--- src/rtl/icr_pkg.sv ---
// Purpose: constants and carrier types for the ISA command and ready port
// Assumes: 50 MHz core clock, one clock domain
// Notes: all two-way pins are split into in, out and output enable
package icr_pkg;

  // ------------------------------------------------------------
  // timing
  // ------------------------------------------------------------
  localparam int unsigned CLK_PERIOD_NS  = 20;
  localparam int unsigned RDY_PULSE_NS   = 70;
  // longest time rounds down so the release finishes inside the budget
  localparam int unsigned RDY_PULSE_CYC  = (RDY_PULSE_NS / CLK_PERIOD_NS) < 1 ? 1 :
                                           (RDY_PULSE_NS / CLK_PERIOD_NS);
  localparam int unsigned RDY_CNT_W      = 3;
  localparam logic [RDY_CNT_W-1:0] RDY_CNT_LOAD = RDY_CNT_W'(RDY_PULSE_CYC);
  localparam logic [RDY_CNT_W-1:0] RDY_CNT_ZERO = 3'h0;
  localparam logic [RDY_CNT_W-1:0] RDY_CNT_ONE  = 3'h1;

  // ------------------------------------------------------------
  // upper address
  // ------------------------------------------------------------
  localparam int unsigned UA_LSB = 17;
  localparam int unsigned UA_MSB = 23;
  localparam int unsigned UA_W   = UA_MSB - UA_LSB + 1;
  localparam logic [UA_W-1:0] UA_RESET = 7'h00;

  typedef enum logic [1:0] {
    ICR_OWN_BRIDGE,
    ICR_OWN_DMA,
    ICR_OWN_EXT
  } icr_owner_t;

  // synchronised view of the ISA pins
  typedef struct packed {
    logic            ior_b;
    logic            iow_b;
    logic            chrdy;
    logic            io16_b;
    logic [UA_W-1:0] ua;
  } icr_pins_t;

  // core request when the bridge masters the bus
  typedef struct packed {
    logic            ior;
    logic            iow;
    logic [UA_W-1:0] ua;
  } icr_cmd_t;

endpackage : icr_pkg

--- src/rtl/icr_port.sv ---
// Purpose: ISA command strobes, upper address and channel-ready pin control
// Assumes: ownership, target decode and data-ready come from the bridge core
// Notes: pins are split into in, out and output enable; enable high drives
`timescale 1ns/1ns
module icr_port
  import icr_pkg::*;
(
  input  wire logic            clk_in,
  input  wire logic            rst_b_in,
  input  wire logic            suspend_in,
  input  wire icr_owner_t      owner_in,
  input  wire logic            ext_hits_us_in,
  input  wire logic            ext_data_done_in,
  input  wire icr_cmd_t        cmd_in,
  input  wire logic            extended_io_bus_option_in,
  input  wire logic [UA_W-1:0] general_output_pins_in,
  input  wire logic            ior_b_in,
  input  wire logic            iow_b_in,
  input  wire logic            chrdy_in,
  input  wire logic            io16_b_in,
  input  wire logic [UA_W-1:0] ua_in,
  output logic                 ior_b_out,
  output logic                 ior_oe_out,
  output logic                 iow_b_out,
  output logic                 iow_oe_out,
  output logic                 chrdy_out,
  output logic                 chrdy_oe_out,
  output logic      [UA_W-1:0] ua_out,
  output logic                 ua_oe_out,
  output logic                 slave_ready_out,
  output logic                 io16_sel_out,
  output logic                 ext_rd_out,
  output logic                 ext_wr_out,
  output logic      [UA_W-1:0] ext_ua_out
);

  // ------------------------------------------------------------
  // pin synchronisers
  // ------------------------------------------------------------
  icr_pins_t pins_raw;
  icr_pins_t pins;

  assign pins_raw = '{ior_b: ior_b_in, iow_b: iow_b_in, chrdy: chrdy_in,
                      io16_b: io16_b_in, ua: ua_in};

  icr_sync #(.W($bits(icr_pins_t))) u_sync (
    .clk_in     (clk_in),
    .rst_b_in   (rst_b_in),
    .d_in       (pins_raw),
    .rst_val_in ('1),
    .q_out      (pins)
  );

  // ------------------------------------------------------------
  // ownership direction
  // ------------------------------------------------------------
  logic we_own;
  logic out_live;
  logic cmd_prev;
  logic cmd_now;
  logic cmd_fall;

  assign we_own = (owner_in != ICR_OWN_EXT);

  // first clock after reset release, strobes stay floating until then
  always_ff @(posedge clk_in or negedge rst_b_in)
  begin
    if (!rst_b_in)
      out_live <= 1'b0;
    else
      out_live <= 1'b1;
  end

  // strobes, and address outside option mode, share we_own in the same cycle
  always_ff @(posedge clk_in or negedge rst_b_in)
  begin
    if (!rst_b_in)
    begin
      ior_oe_out <= 1'b0;
      iow_oe_out <= 1'b0;
      ior_b_out  <= 1'b1;
      iow_b_out  <= 1'b1;
    end
    else
    begin
      ior_oe_out <= we_own;
      iow_oe_out <= we_own;
      ior_b_out  <= ~(we_own & cmd_in.ior & ~suspend_in);
      iow_b_out  <= ~(we_own & cmd_in.iow & ~suspend_in);
    end
  end

  // upper address; in option mode pins become general outputs, always driven
  always_ff @(posedge clk_in or negedge rst_b_in)
  begin
    if (!rst_b_in)
    begin
      ua_oe_out <= 1'b0;
      ua_out    <= UA_RESET;
    end
    else if (extended_io_bus_option_in)
    begin
      ua_oe_out <= 1'b1;
      ua_out    <= general_output_pins_in;
    end
    else
    begin
      ua_oe_out <= we_own;
      if (we_own && !suspend_in)
        ua_out <= cmd_in.ua;
    end
  end

  // ------------------------------------------------------------
  // external master command sense
  // ------------------------------------------------------------
  assign cmd_now = ~pins.ior_b | ~pins.iow_b;

  always_ff @(posedge clk_in or negedge rst_b_in)
  begin
    if (!rst_b_in)
      cmd_prev <= 1'b0;
    else
      cmd_prev <= cmd_now;
  end

  assign cmd_fall = cmd_now & ~cmd_prev & ~we_own;

  always_ff @(posedge clk_in or negedge rst_b_in)
  begin
    if (!rst_b_in)
    begin
      ext_rd_out   <= 1'b0;
      ext_wr_out   <= 1'b0;
      ext_ua_out   <= UA_RESET;
      io16_sel_out <= 1'b0;
      slave_ready_out <= 1'b1;
    end
    else
    begin
      ext_rd_out   <= ~we_own & ~pins.ior_b & ext_hits_us_in;
      ext_wr_out   <= ~we_own & ~pins.iow_b & ext_hits_us_in;
      ext_ua_out   <= ~we_own ? pins.ua : ext_ua_out;
      io16_sel_out <= ~pins.io16_b;
      slave_ready_out <= pins.chrdy;
    end
  end

  // ------------------------------------------------------------
  // channel-ready driver
  // ------------------------------------------------------------
  typedef enum logic [1:0] {
    RDY_FLOAT,
    RDY_HOLD_LOW,
    RDY_PULSE
  } icr_rdy_t;

  icr_rdy_t             rdy_st;
  logic [RDY_CNT_W-1:0] rdy_cnt;

  always_ff @(posedge clk_in or negedge rst_b_in)
  begin
    if (!rst_b_in)
    begin
      rdy_st  <= RDY_FLOAT;
      rdy_cnt <= RDY_CNT_ZERO;
    end
    else if (suspend_in || we_own)
    begin
      rdy_st  <= RDY_FLOAT;
      rdy_cnt <= RDY_CNT_ZERO;
    end
    else
    begin
      case (rdy_st)
        RDY_FLOAT:
          if (cmd_fall && ext_hits_us_in)
            rdy_st <= RDY_HOLD_LOW;
        RDY_HOLD_LOW:
          if (ext_data_done_in)
          begin
            rdy_st  <= RDY_PULSE;
            rdy_cnt <= RDY_CNT_LOAD;
          end
        RDY_PULSE:
          if (rdy_cnt == RDY_CNT_ONE)
          begin
            rdy_st  <= RDY_FLOAT;
            rdy_cnt <= RDY_CNT_ZERO;
          end
          else
            rdy_cnt <= rdy_cnt - RDY_CNT_ONE;
        default:
          rdy_st <= RDY_FLOAT;
      endcase
    end
  end

  assign chrdy_oe_out = (rdy_st != RDY_FLOAT);
  assign chrdy_out    = (rdy_st == RDY_PULSE);
endmodule : icr_port

--- src/rtl/icr_sync.sv ---
// Purpose: two-flop synchroniser for a packed group of pin levels
// Assumes: inputs are asynchronous levels
// Notes: stage one is read only by stage two
`timescale 1ns/1ns
module icr_sync
#(
  parameter int unsigned W = 1
)
(
  input  wire logic         clk_in,
  input  wire logic         rst_b_in,
  input  wire logic [W-1:0] d_in,
  input  wire logic [W-1:0] rst_val_in,
  output logic      [W-1:0] q_out
);
  logic [W-1:0] stage1;

  always_ff @(posedge clk_in or negedge rst_b_in)
  begin
    if (!rst_b_in)
    begin
      stage1 <= '1;
      q_out  <= '1;
    end
    else
    begin
      stage1 <= d_in;
      q_out  <= stage1;
    end
  end

  // rst_val_in kept for interface symmetry; idle level of all pins is high
  logic unused_rst;
  assign unused_rst = &rst_val_in;
endmodule : icr_sync

--- config.mk ---
export PLATFORM = sky130hd
export DESIGN_NAME = icr_port
export DESIGN_NICKNAME = d
export VERILOG_FILES = /design/src/rtl/icr_pkg.sv /design/src/rtl/icr_port.sv /design/src/rtl/icr_sync.sv
export SDC_FILE = /design/constraint.sdc
export NUM_CORES = 1
export LEC_CHECK = 0
export BUFFER_PORTS_ARGS = -buffer_cell sky130_fd_sc_hd__buf_2
export CORE_ASPECT_RATIO = 1.25
export CORE_MARGIN = 4
export CORE_UTILIZATION = 53
export CTS_CLUSTER_SIZE = 10
export DETAILED_ROUTE_END_ITERATION = 12
export GPL_ROUTABILITY_DRIVEN = 0
export PLACE_DENSITY_LB_ADDON = 0.08
export SLEW_MARGIN = 30
export SYNTH_ARGS = -nofsm -noshare
export SYNTH_HDL_FRONTEND = slang
export SYNTH_SLANG_ARGS = --single-unit
--- constraint.sdc ---
create_clock -name clk_in -period 3.5 [get_ports clk_in]
set_clock_uncertainty 0.2 [all_clocks]
set_input_delay 0.525 -clock clk_in [delete_from_list [all_inputs] [get_ports clk_in]]
set_output_delay 0.525 -clock clk_in [all_outputs]
set_load 0.02 [all_outputs]
==> results of run 1 <==
metrics by stage:
step                instance area [um2]  instances  total power [mW]
floorplan                          1840        133             0.726
global placement                   2170        226             0.786
detailed placement                 2170        226             0.792
CTS                                2280        234              1.18
global route                       2280        234              1.22
finish                             2280        234              1.16
worst min path at each step:
stage	start	end	slack (ps)	cells after the start
after detailed placement	u_sync.stage1[7]	u_sync.q_out[7]	150	0
final	rst_b_in	ext_rd_out	10	1
after floorplan	rst_b_in	cmd_prev	30	0
after global routing	rst_b_in	rdy_cnt[0]	40	1
after CTS	rst_b_in	rdy_cnt[0]	30	1
after global placement	u_sync.stage1[7]	u_sync.q_out[7]	150	0
flip-flops by register name (all words and copies together) (netlist names), 2 cells and up:
| register | flops |
|---|---|
| rdy_st | 2 |
| ua_out | 7 |
| u_sync.q_out | 11 |
| u_sync.stage1 | 11 |
| rdy_cnt | 3 |
| ext_ua_out | 7 |
routing by layer:
| layer | part of all wire, % | global-route usage, % |
|---|---|---|
| met1 | 36 | 17.1 |
| met2 | 54 | 29.0 |
| met3 | 8.1 | 6.94 |
| met4 | 1.3 | 6.99 |
| met5 | 0 | 0 |
kinds of logic after synthesis:
| group | count (synthesis) | share of synthesized area [%] |
|---|---|---|
| flops | 50 | 69.6 |
| compound gates | 9 | 3.80 |
| simple gates | 44 | 11.8 |
| buf+inv | 10 | 2.31 |
| fa+ha+maj | 5 | 3.39 |
| mux | 15 | 9.10 |
cells in the mapped netlist, drive strengths merged, types with 2 or more instances:
cell type / count / share of area [%]
buf: 2 / 0.68
nand2: 30 / 6.1
ha: 5 / 3.4
nor2: 4 / 1.4
dfstp: 25 / 36
dfrtp: 25 / 34
or3: 2 / 0.68
inv: 6 / 1.2
a31oi: 2 / 0.68
nand2b: 3 / 1.0
mux2: 14 / 8.6
final cells by class:
class / count / share of cell area (%)
timing repair buffer: 59 / 13.0
sequential: 50 / 56.2
clock buffer: 6 / 4.11
tap: 37 / 2.03
multi-input combinational: 73 / 22.7
clock inverter: 2 / 0.822
inverter: 7 / 1.15
report_power, final:
part           switching, mW  internal [mW]
clock network          0.194          0.189
logic                 0.0814         0.0538
registers             0.0160          0.627
total                  0.292          0.870
worst reg2reg max path: cells and delay by family, from the launching register on:
kind	cells	cell delay (ps)
compound gates	1	180
fa+ha+maj	1	160
buf+inv	2	190
flops	1	400
mux	1	190
simple gates	1	410
==> impl_metrics.csv, run 1 <==
group,metric,value,unit
sta,holdWs,13.6,ps
clock_network,post_cts_buffers,0,
layout,final_nets,236,
setup_path,crit_path_top_delay_cell,"dfrtp_1",
power_and_ir_drop,pwr_density_cell,509,nW/um2
sta,fin_crit_sh,56.4,%
sta,final.setup.worst_slack,1520,ps
layout,seqCellArea,1280,um2
setup_path,r2r-start,"rdy_st[1]",
setup_path,path_class,"reg2out",
place,dp_slack,1260,ps
power_and_ir_drop,p_leak,1.11,nW
synth,ys_types,31,
synth,ys.flop_type,"dfstp_2",
setup_path,reg2reg_depth,6,
global_route,grt_max_degree,51,
clock_network,htree_levels,2,
synth,syn_avg_cell_area,13.9,um2
setup_path,reg2reg_slack,1710,ps
global_route,grt-ovfl-total,0,
setup_path,regToRegEndpoint,"rdy_st[1]",
clock_network,cts_tree,"built",
clock_network,cts_buffers,5,
detailed_routing,drt_wl_total,3220,um
setup_path,crit_family,"flip-flops",
synth,syn-cell-area,1840,um2
clock_network,root_buffer,"clkbuf_8",
place,hpwl,2370,um
global_route,antenna_found_initial,0,
layout,mostFrequentLayoutCells,"buf_2 (58), nand2_1 (30), dfrtp_1 (25), dfstp_2 (25)",
detailed_routing,drc,0,
clock_network,ctsHoldBuffers,0,
setup_path,cp-startpoint,"rdy_st[0]",
setup_path,start_kind,"flip-flop",
setup_path,crit_fanout,4,
clock_network,clk_path_buf_depth,2,
clock_network,clk_latency,300,ps
die,die_area,4490,um2
sta,setup_tns,0,ps
detailed_routing,postRouteAntennaNets,0,
synth,ys_ff_latch,50,
detailed_routing,routed_via_density,5.00,
detailed_routing,wire_per_inst,13.8,um
sta,max_slew.worst_pin.slew,573,ps
clock_network,cts_resized,0,
synth,synthArstFlopShare,100,%
setup_path,path_depth,3,
synth,synthesis.nets,173,
die,die_y,73.9,um
setup_path,crit_buf_inv,2,
clock_network,cts.sinks,50,
layout,area_delta_synth_final,23.9,%
detailed_routing,dr.pass1.iters,4,
sta,setup_violations,0,
setup_path,cp.arrival,1250,ps
synth,ys_seq_area_share,69.6,%
sta,fmax,506,MHz
global_route,grt_usage,16.6,%
place,port_buffers,59,
detailed_routing,vias,1171,
status,status,"finished, final reports clean",
sta,hold_viol,0,
die,start_util,56.2,%
global_route,grt_pass1_vias,1255,
detailed_routing,drt_iter0_drc,47,
die,core,3280,um2
setup_path,slowest_delay,400,ps
setup_path,cp-endpoint,"chrdy_out",
global_route,grt_pass1_wl,5350,um
setup_path,crit_chain,"inv_1 > ha_1 > buf_2",
sta,slew_viol_final,0,
sta,rsz0062_at_grt,"no",
die,pin_count,60,
flow_run,cap_viol_max_count,0,
clock_network,path_clk_slew,90,ps
setup_path,required,2770,ps
synth,synth-edff-count,0,
layout,drive_gt1_share,54.3,%
power_and_ir_drop,ir_drop,0.426,mV
die,die_x,60.7,um
synth,yosysWarnings,0,
synth,syn_inst,133,
sta,layout_min_cycle_time,1980,ps
sta,relSlewSlack,61.8,%
hold_path,hold_class,"in2async",
layout,antenna_cells,0,
layout,num-fill-cells,261,
layout,multi_input_area,518,um2
die,fp-row-count,23,
layout,mostFrequentLayoutCell,"buf_2",
layout,utilization,69.6,%
setup_path,end_kind,"output pin",
(Power assumes the default switching activity.)
==> inputs of run 2 (changes only) <==
--- a/config.mk
+++ b/config.mk
@@ -8,7 +8,7 @@
 export BUFFER_PORTS_ARGS = -buffer_cell sky130_fd_sc_hd__buf_2
 export CORE_ASPECT_RATIO = 1.25
 export CORE_MARGIN = 4
-export CORE_UTILIZATION = 53
+export CORE_UTILIZATION = 49
 export CTS_CLUSTER_SIZE = 10
 export DETAILED_ROUTE_END_ITERATION = 12
 export GPL_ROUTABILITY_DRIVEN = 0
==> constraint.sdc (replaced) <==
create_clock -name clk_in -period 1.9 [get_ports clk_in]
set_clock_uncertainty 0.2 [all_clocks]
set_input_delay 0.285 -clock clk_in [delete_from_list [all_inputs] [get_ports clk_in]]
set_output_delay 0.285 -clock clk_in [all_outputs]
set_load 0.02 [all_outputs]
==> run 2 against run 1 <==
Effect of this change: non-clock buffer count increased by 17; critical path depth increased by 3; sequential share of layout area decreased by 3.7 points; sequential power increased by 84%; worst hold slack improved by 28 ps; critical endpoint is now rdy_st[1].
==> impl_metrics.csv, run 2 (synthesized netlist as in run 1, its figures left out) <==
group,metric,value,unit
status,status,"finished, final reports clean",
detailed_routing,wire_per_inst,13.2,um
layout,area_delta_synth_final,32.7,%
clock_network,clk_latency,290,ps
setup_path,reg2reg_depth,6,
global_route,grt_max_degree,51,
power_and_ir_drop,pwr_density_cell,855,nW/um2
detailed_routing,wl_met2,1760,um
detailed_routing,drt_iter0_drc,23,
sta,setup_tns,0,ps
die,start_util,52.0,%
sta,fin_crit_sh,93.9,%
layout,mostFrequentLayoutCells,"buf_2 (59), nand2_1 (30), dfrtp_1 (25), dfstp_2 (25), dlygate4sd3_1 (14)",
clock_network,htree_levels,2,
layout,mostFrequentLayoutCell,"buf_2",
layout,antenna_cells,0,
die,fp-row-count,24,
sta,setup_violations,0,
die,die_x,62.9,um
clock_network,cts_tree,"built",
sta,hold_viol,0,
detailed_routing,routed_via_density,4.81,
detailed_routing,dr.pass1.iters,4,
setup_path,cp-startpoint,"rdy_st[0]",
detailed_routing,drt_wl_total,3340,um
clock_network,post_cts_buffers,0,
setup_path,crit_fanout,3,
die,die_area,4810,um2
hold_path,hold_class,"in2reg",
power_and_ir_drop,ir_drop,0.579,mV
layout,drive_gt1_share,51.4,%
sta,fmax,561,MHz
setup_path,start_kind,"flip-flop",
detailed_routing,vias,1216,
setup_path,cp.arrival,1810,ps
sta,rsz0062_at_grt,"no",
setup_path,end_kind,"flip-flop",
die,pin_count,60,
setup_path,required,1920,ps
sta,layout_min_cycle_time,1780,ps
clock_network,root_buffer,"clkbuf_8",
detailed_routing,wirelength_met1,1340,um
sta,max_slew.worst_pin.slew,375,ps
setup_path,crit_path_top_delay_cell,"dfrtp_1",
setup_path,r2r-start,"rdy_st[0]",
detailed_routing,wl_met3,208,um
sta,relSlewSlack,74.9,%
sta,slew_viol_final,0,
detailed_routing,top_layer_used,"met4",
die,die_y,76.6,um
setup_path,regToRegEndpoint,"rdy_st[1]",
setup_path,slowest_delay,410,ps
clock_network,path_clk_slew,90,ps
global_route,grt_pass1_wl,5740,um
setup_path,crit_chain,"inv_1 > ha_1 > clkinv_1 > or3_1 > o211ai_2 > mux2i_1",
layout,reg.largest.list,"u_sync.q_out: 11 flops, u_sync.stage1: 11 flops",
detailed_routing,drc,0,
layout,final_area,2440,um2
place,hpwl,2470,um
setup_path,reg2reg_slack,120,ps
layout,final_nets,253,
power_and_ir_drop,p_leak,1.18,nW
clock_network,cts_buffers,5,
die,core,3540,um2
detailed_routing,postRouteAntennaNets,0,
place,place_area,2210,um2
flow_run,cap_viol_max_count,0,
setup_path,cp-endpoint,"rdy_st[1]",
place,port_buffers,59,
clock_network,ctsHoldBuffers,14,
global_route,grt_pass1_vias,1341,
setup_path,path_class,"reg2reg",
clock_network,cts.sinks,50,
global_route,grt_usage,14.9,%
global_route,grt-ovfl-total,0,
clock_network,cts_resized,0,
clock_network,clk_path_buf_depth,2,
global_route,antenna_found_initial,0,
==> run 2: cell count changes in the layout (fill, tap and decap cells not counted) <==
cell	delta
buf_2	+1
buf_12	+1
buf_4	+1
clkbuf_16	-1
inv_8	-1
clkbuf_8	+1
dlygate4sd3_1	+14
inv_6	+1
==> run 2: critical path, delay by kind of cell, from the launching register on <==
family          cells  cell delay [ps]
compound gates      1              170
fa+ha+maj           1              160
buf+inv             2              170
flops               1              410
mux                 1              190
simple gates        1              410
==> run 2: through the flow <==
step	power (mW)	setup WS (ps)	hold WS, ps	cells	utilization (%)
after detailed placement	1.47	122	86.2	231	62.3
after floorplan	1.34	112	-211	133	-
final	2.09	116	41.5	253	69.0
after global routing	2.21	32.6	27.2	253	69.0
after global placement	1.46	239	81.7	231	62.3
after CTS	2.12	108	32.8	253	69.0
==> run 2: per-layer routing <==
layer  global-route usage [%]  vias up
met5                        0        -
met3                     4.87        4
met1                     17.0      585
met2                     26.3       40
li1                         -      587
met4                     4.64        0
==> run 2: area by class of cell <==
type                    instances  area (um2)
flip-flops and latches         50        1280
fillers                       267        1100
multi-input cells              73         518
repair buffers                 76         470
clock buffers                   6        82.6
well taps                      39        48.8
inverters                       7        26.3
clock inverters                 2        16.3
==> run 2: power by group <==
group / leakage, nW / total, mW / switching (mW) / internal (mW)
registers: 0.569 / 1.18 / 0.0279 / 1.16
logic: 0.559 / 0.281 / 0.157 / 0.124
clock network: 0.0478 / 0.626 / 0.327 / 0.299
total: 1.18 / 2.09 / 0.512 / 1.58
==> run 2: worst min path at each step <==
stage	depth (start not counted)	endpoint	slack, ps	startpoint
floorplan	0	cmd_prev	-210	rst_b_in
global placement	2	cmd_prev	80	rst_b_in
detailed placement	2	ext_rd_out	90	rst_b_in
CTS	3	ext_rd_out	30	ext_hits_us_in
global route	3	ext_rd_out	30	ext_hits_us_in
finish	3	ext_wr_out	40	ext_hits_us_in
==> inputs of run 3 (changes only) <==
--- a/config.mk
+++ b/config.mk
@@ -5,6 +5,7 @@
 export SDC_FILE = /design/constraint.sdc
 export NUM_CORES = 1
 export LEC_CHECK = 0
+export ABC_AREA = 1
 export BUFFER_PORTS_ARGS = -buffer_cell sky130_fd_sc_hd__buf_2
 export CORE_ASPECT_RATIO = 1.25
 export CORE_MARGIN = 4
@@ -12,8 +13,8 @@
 export CTS_CLUSTER_SIZE = 10
 export DETAILED_ROUTE_END_ITERATION = 12
 export GPL_ROUTABILITY_DRIVEN = 0
+export GPL_TIMING_DRIVEN = 0
 export PLACE_DENSITY_LB_ADDON = 0.08
-export SLEW_MARGIN = 30
 export SYNTH_ARGS = -nofsm -noshare
 export SYNTH_HDL_FRONTEND = slang
 export SYNTH_SLANG_ARGS = --single-unit
==> run 3 against run 2 <==
Effect of this change: the run now ends with negative hold slack left; critical path type is now reg2out; first-iteration DRC count grew to 3.3 times the previous value; critical path depth decreased by 3; largest power group unchanged; worst hold slack worse by 80 ps.
==> impl_metrics.csv, run 3 <==
group,metric,value,unit
synth,netlist.area_leader.share,35.5,%
global_route,grt_max_degree,51,
detailed_routing,dr.pass1.iters,5,
clock_network,path_clk_slew,90,ps
clock_network,post_cts_buffers,0,
synth,ys_seq_area_share,69.3,%
sta,slew_viol_final,0,
place,place_area,2190,um2
power_and_ir_drop,seq_power_share,57.5,%
synth,synthesis.nets,190,
power_and_ir_drop,p_leak,1.18,nW
layout,antenna_cells,0,
die,die_y,76.7,um
detailed_routing,routed_via_density,4.79,
setup_path,path_class,"reg2out",
detailed_routing,postRouteAntennaNets,0,
global_route,grt-ovfl-total,0,
synth,synth-edff-count,0,
synth,ys_types,23,
power_and_ir_drop,p_switching,0.523,mW
layout,mostFrequentLayoutCells,"buf_2 (58), nand2_1 (28), dfrtp_1 (25), dfstp_2 (25), inv_1 (14)",
clock_network,ctsHoldBuffers,13,
clock_network,cts_buffers,5,
sta,hold_viol,25,
synth,ys_top_cells_by_count,"nand2_1 (28), dfrtp_1 (25), dfstp_2 (25)",
global_route,antenna_found_initial,0,
sta,relSlewSlack,32.3,%
die,die_area,4830,um2
synth,synthArstFlopShare,100,%
setup_path,end_kind,"output pin",
flow_run,cap_viol_max_count,0,
sta,rsz0062_at_grt,"no",
synth,yosysWarnings,0,
setup_path,crit_path_top_delay_cell,"dfrtp_1",
detailed_routing,vias,1283,
clock_network,root_buffer,"clkbuf_8",
global_route,grt_pass1_vias,1321,
layout,mostFrequentLayoutCell,"buf_2",
power_and_ir_drop,intPower,1.54,mW
synth,ys.flop_type,"dfstp_2",
global_route,grt_usage,14.5,%
layout,final_nets,268,
layout,utilization,67.3,%
layout,drive_gt1_share,46.3,%
clock_network,clk_latency,290,ps
die,fp-row-count,24,
power_and_ir_drop,switching_share,25.3,%
synth,synth_top_cell_by_area,"dfstp_2",
synth,syn_avg_cell_area,12.3,um2
die,core,3570,um2
clock_network,cts.sinks,50,
synth,ys_ff_latch,50,
clock_network,cts_tree,"built",
power_and_ir_drop,ir_drop,0.669,mV
layout,fin_cells,268,
place,dp_cells,247,
synth,ys_top_cells_by_area,"dfstp_2 (35%), dfrtp_1 (34%), nand2_1 (5.7%)",
status,status,"complete, but fails checks",
setup_path,crit_buf_inv,2,
detailed_routing,drt_iter0_drc,76,
hold_path,hold_class,"in2async",
place,hpwl,2430,um
sta,holdWs,-38.7,ps
power_and_ir_drop,power_frac_clock,28.2,%
place,port_buffers,58,
clock_network,htree_levels,2,
sta,setup_tns,0,ps
sta,fin_crit_sh,89.5,%
detailed_routing,drc,0,
sta,setup_violations,0,
clock_network,cts_resized,0,
setup_path,crit_chain,"inv_1 > ha_1 > buf_2",
die,die_x,63.0,um
sta,layout_min_cycle_time,1700,ps
detailed_routing,drt_wl_total,3310,um
synth,yosysMostFrequentCell,"nand2_1",
die,start_util,51.8,%
layout,area_delta_synth_final,30.0,%
sta,max_slew.worst_pin.slew,1020,ps
detailed_routing,wire_per_inst,12.3,um
layout,num-fill-cells,282,
synth,syn_inst,150,
sta,fmax,588,MHz
clock_network,clk_path_buf_depth,2,
layout,reg.largest.list,"u_sync.q_out: 11 flops, u_sync.stage1: 11 flops",
setup_path,required,1410,ps
layout,final_area,2410,um2
setup_path,start_kind,"flip-flop",
power_and_ir_drop,share_comb_of_total_power,14.3,%
setup_path,reg2reg_slack,350,ps
setup_path,crit_family,"flip-flops",
setup_path,crit_fanout,4,
power_and_ir_drop,pwr_density_cell,859,nW/um2
die,pin_count,60,
setup_path,cp.arrival,1220,ps
setup_path,slowest_delay,410,ps
global_route,grt_pass1_wl,5570,um
status,violations,"negative hold slack",
synth,syn-cell-area,1850,um2
==> run 3: per-layer routing <==
metal | part of all wire [%] | routed length [um] | track usage, % | vias to the layer above
li1 | - | - | - | 634
met1 | 37 | 1210 | 15.2 | 599
met2 | 56 | 1860 | 26.9 | 48
met3 | 6.7 | 221 | 4.97 | 2
met4 | 0.57 | 19 | 3.97 | 0
met5 | 0 | 0 | 0 | -
==> run 3: cell families after synthesis <==
kind of cell,synth area share (%)
flip-flops,69.3
adder cells (fa/ha/maj),3.38
AND/OR/NAND/NOR,13.2
multiplexers,4.26
buffers and inverters,5.21
AO/OA/AOI/OAI,4.19
XOR/XNOR,0.473
==> run 3: worst reg2reg max path, cell delays in order, from the launching register on <==
cell and delay (ps):
dfrtp_1 410, inv_1 90, ha_1 230, inv_1 80
a21oi_1 120, nand2_1 100, nand4_1 140, nand2_1 70
==> run 3: final cells by class <==
type                    instances  area (um2)  area share (%)
flip-flops and latches         50        1280            53.3
multi-input cells              81         472            19.6
repair buffers                 71         420            17.5
clock buffers                   6        72.6            3.02
inverters                      15        56.3            2.34
well taps                      39        48.8            2.03
plain buffers                   4        40.0            1.66
clock inverters                 2        13.8           0.572
==> run 3: stage by stage <==
stage,power (mW),setup WS [ps]
2_1_floorplan,1.36,420
3_3_place_gp,1.48,474
3_5_place_dp,1.49,377
4_1_cts,2.10,203
5_1_grt,2.19,165
6_report,2.07,199
==> run 3: power by group through the flow <==
| stage | clock [mW] | combinational (mW) | sequential [mW] |
|---|---|---|---|
| after floorplan | 0 | 0.0948 | 1.27 |
| after global placement | 0 | 0.273 | 1.20 |
| after detailed placement | 0 | 0.281 | 1.21 |
| after CTS | 0.612 | 0.302 | 1.19 |
| after global routing | 0.667 | 0.326 | 1.20 |
| final | 0.584 | 0.296 | 1.19 |
==> run 3: path summary, 6_finish.rpt <==
kind	endpoint	cells after the start	start
max in group asynchronous	ext_ua_out[5]	1	rst_b_in
worst max-delay path	chrdy_out	3	rdy_st[0]
min in group clk_in	ua_oe_out	2	owner_in[1]
worst min register to register	u_sync.q_out[4]	0	u_sync.stage1[4]
worst min-delay path	iow_oe_out	1	rst_b_in
worst max register to register	rdy_st[0]	7	rdy_st[0]
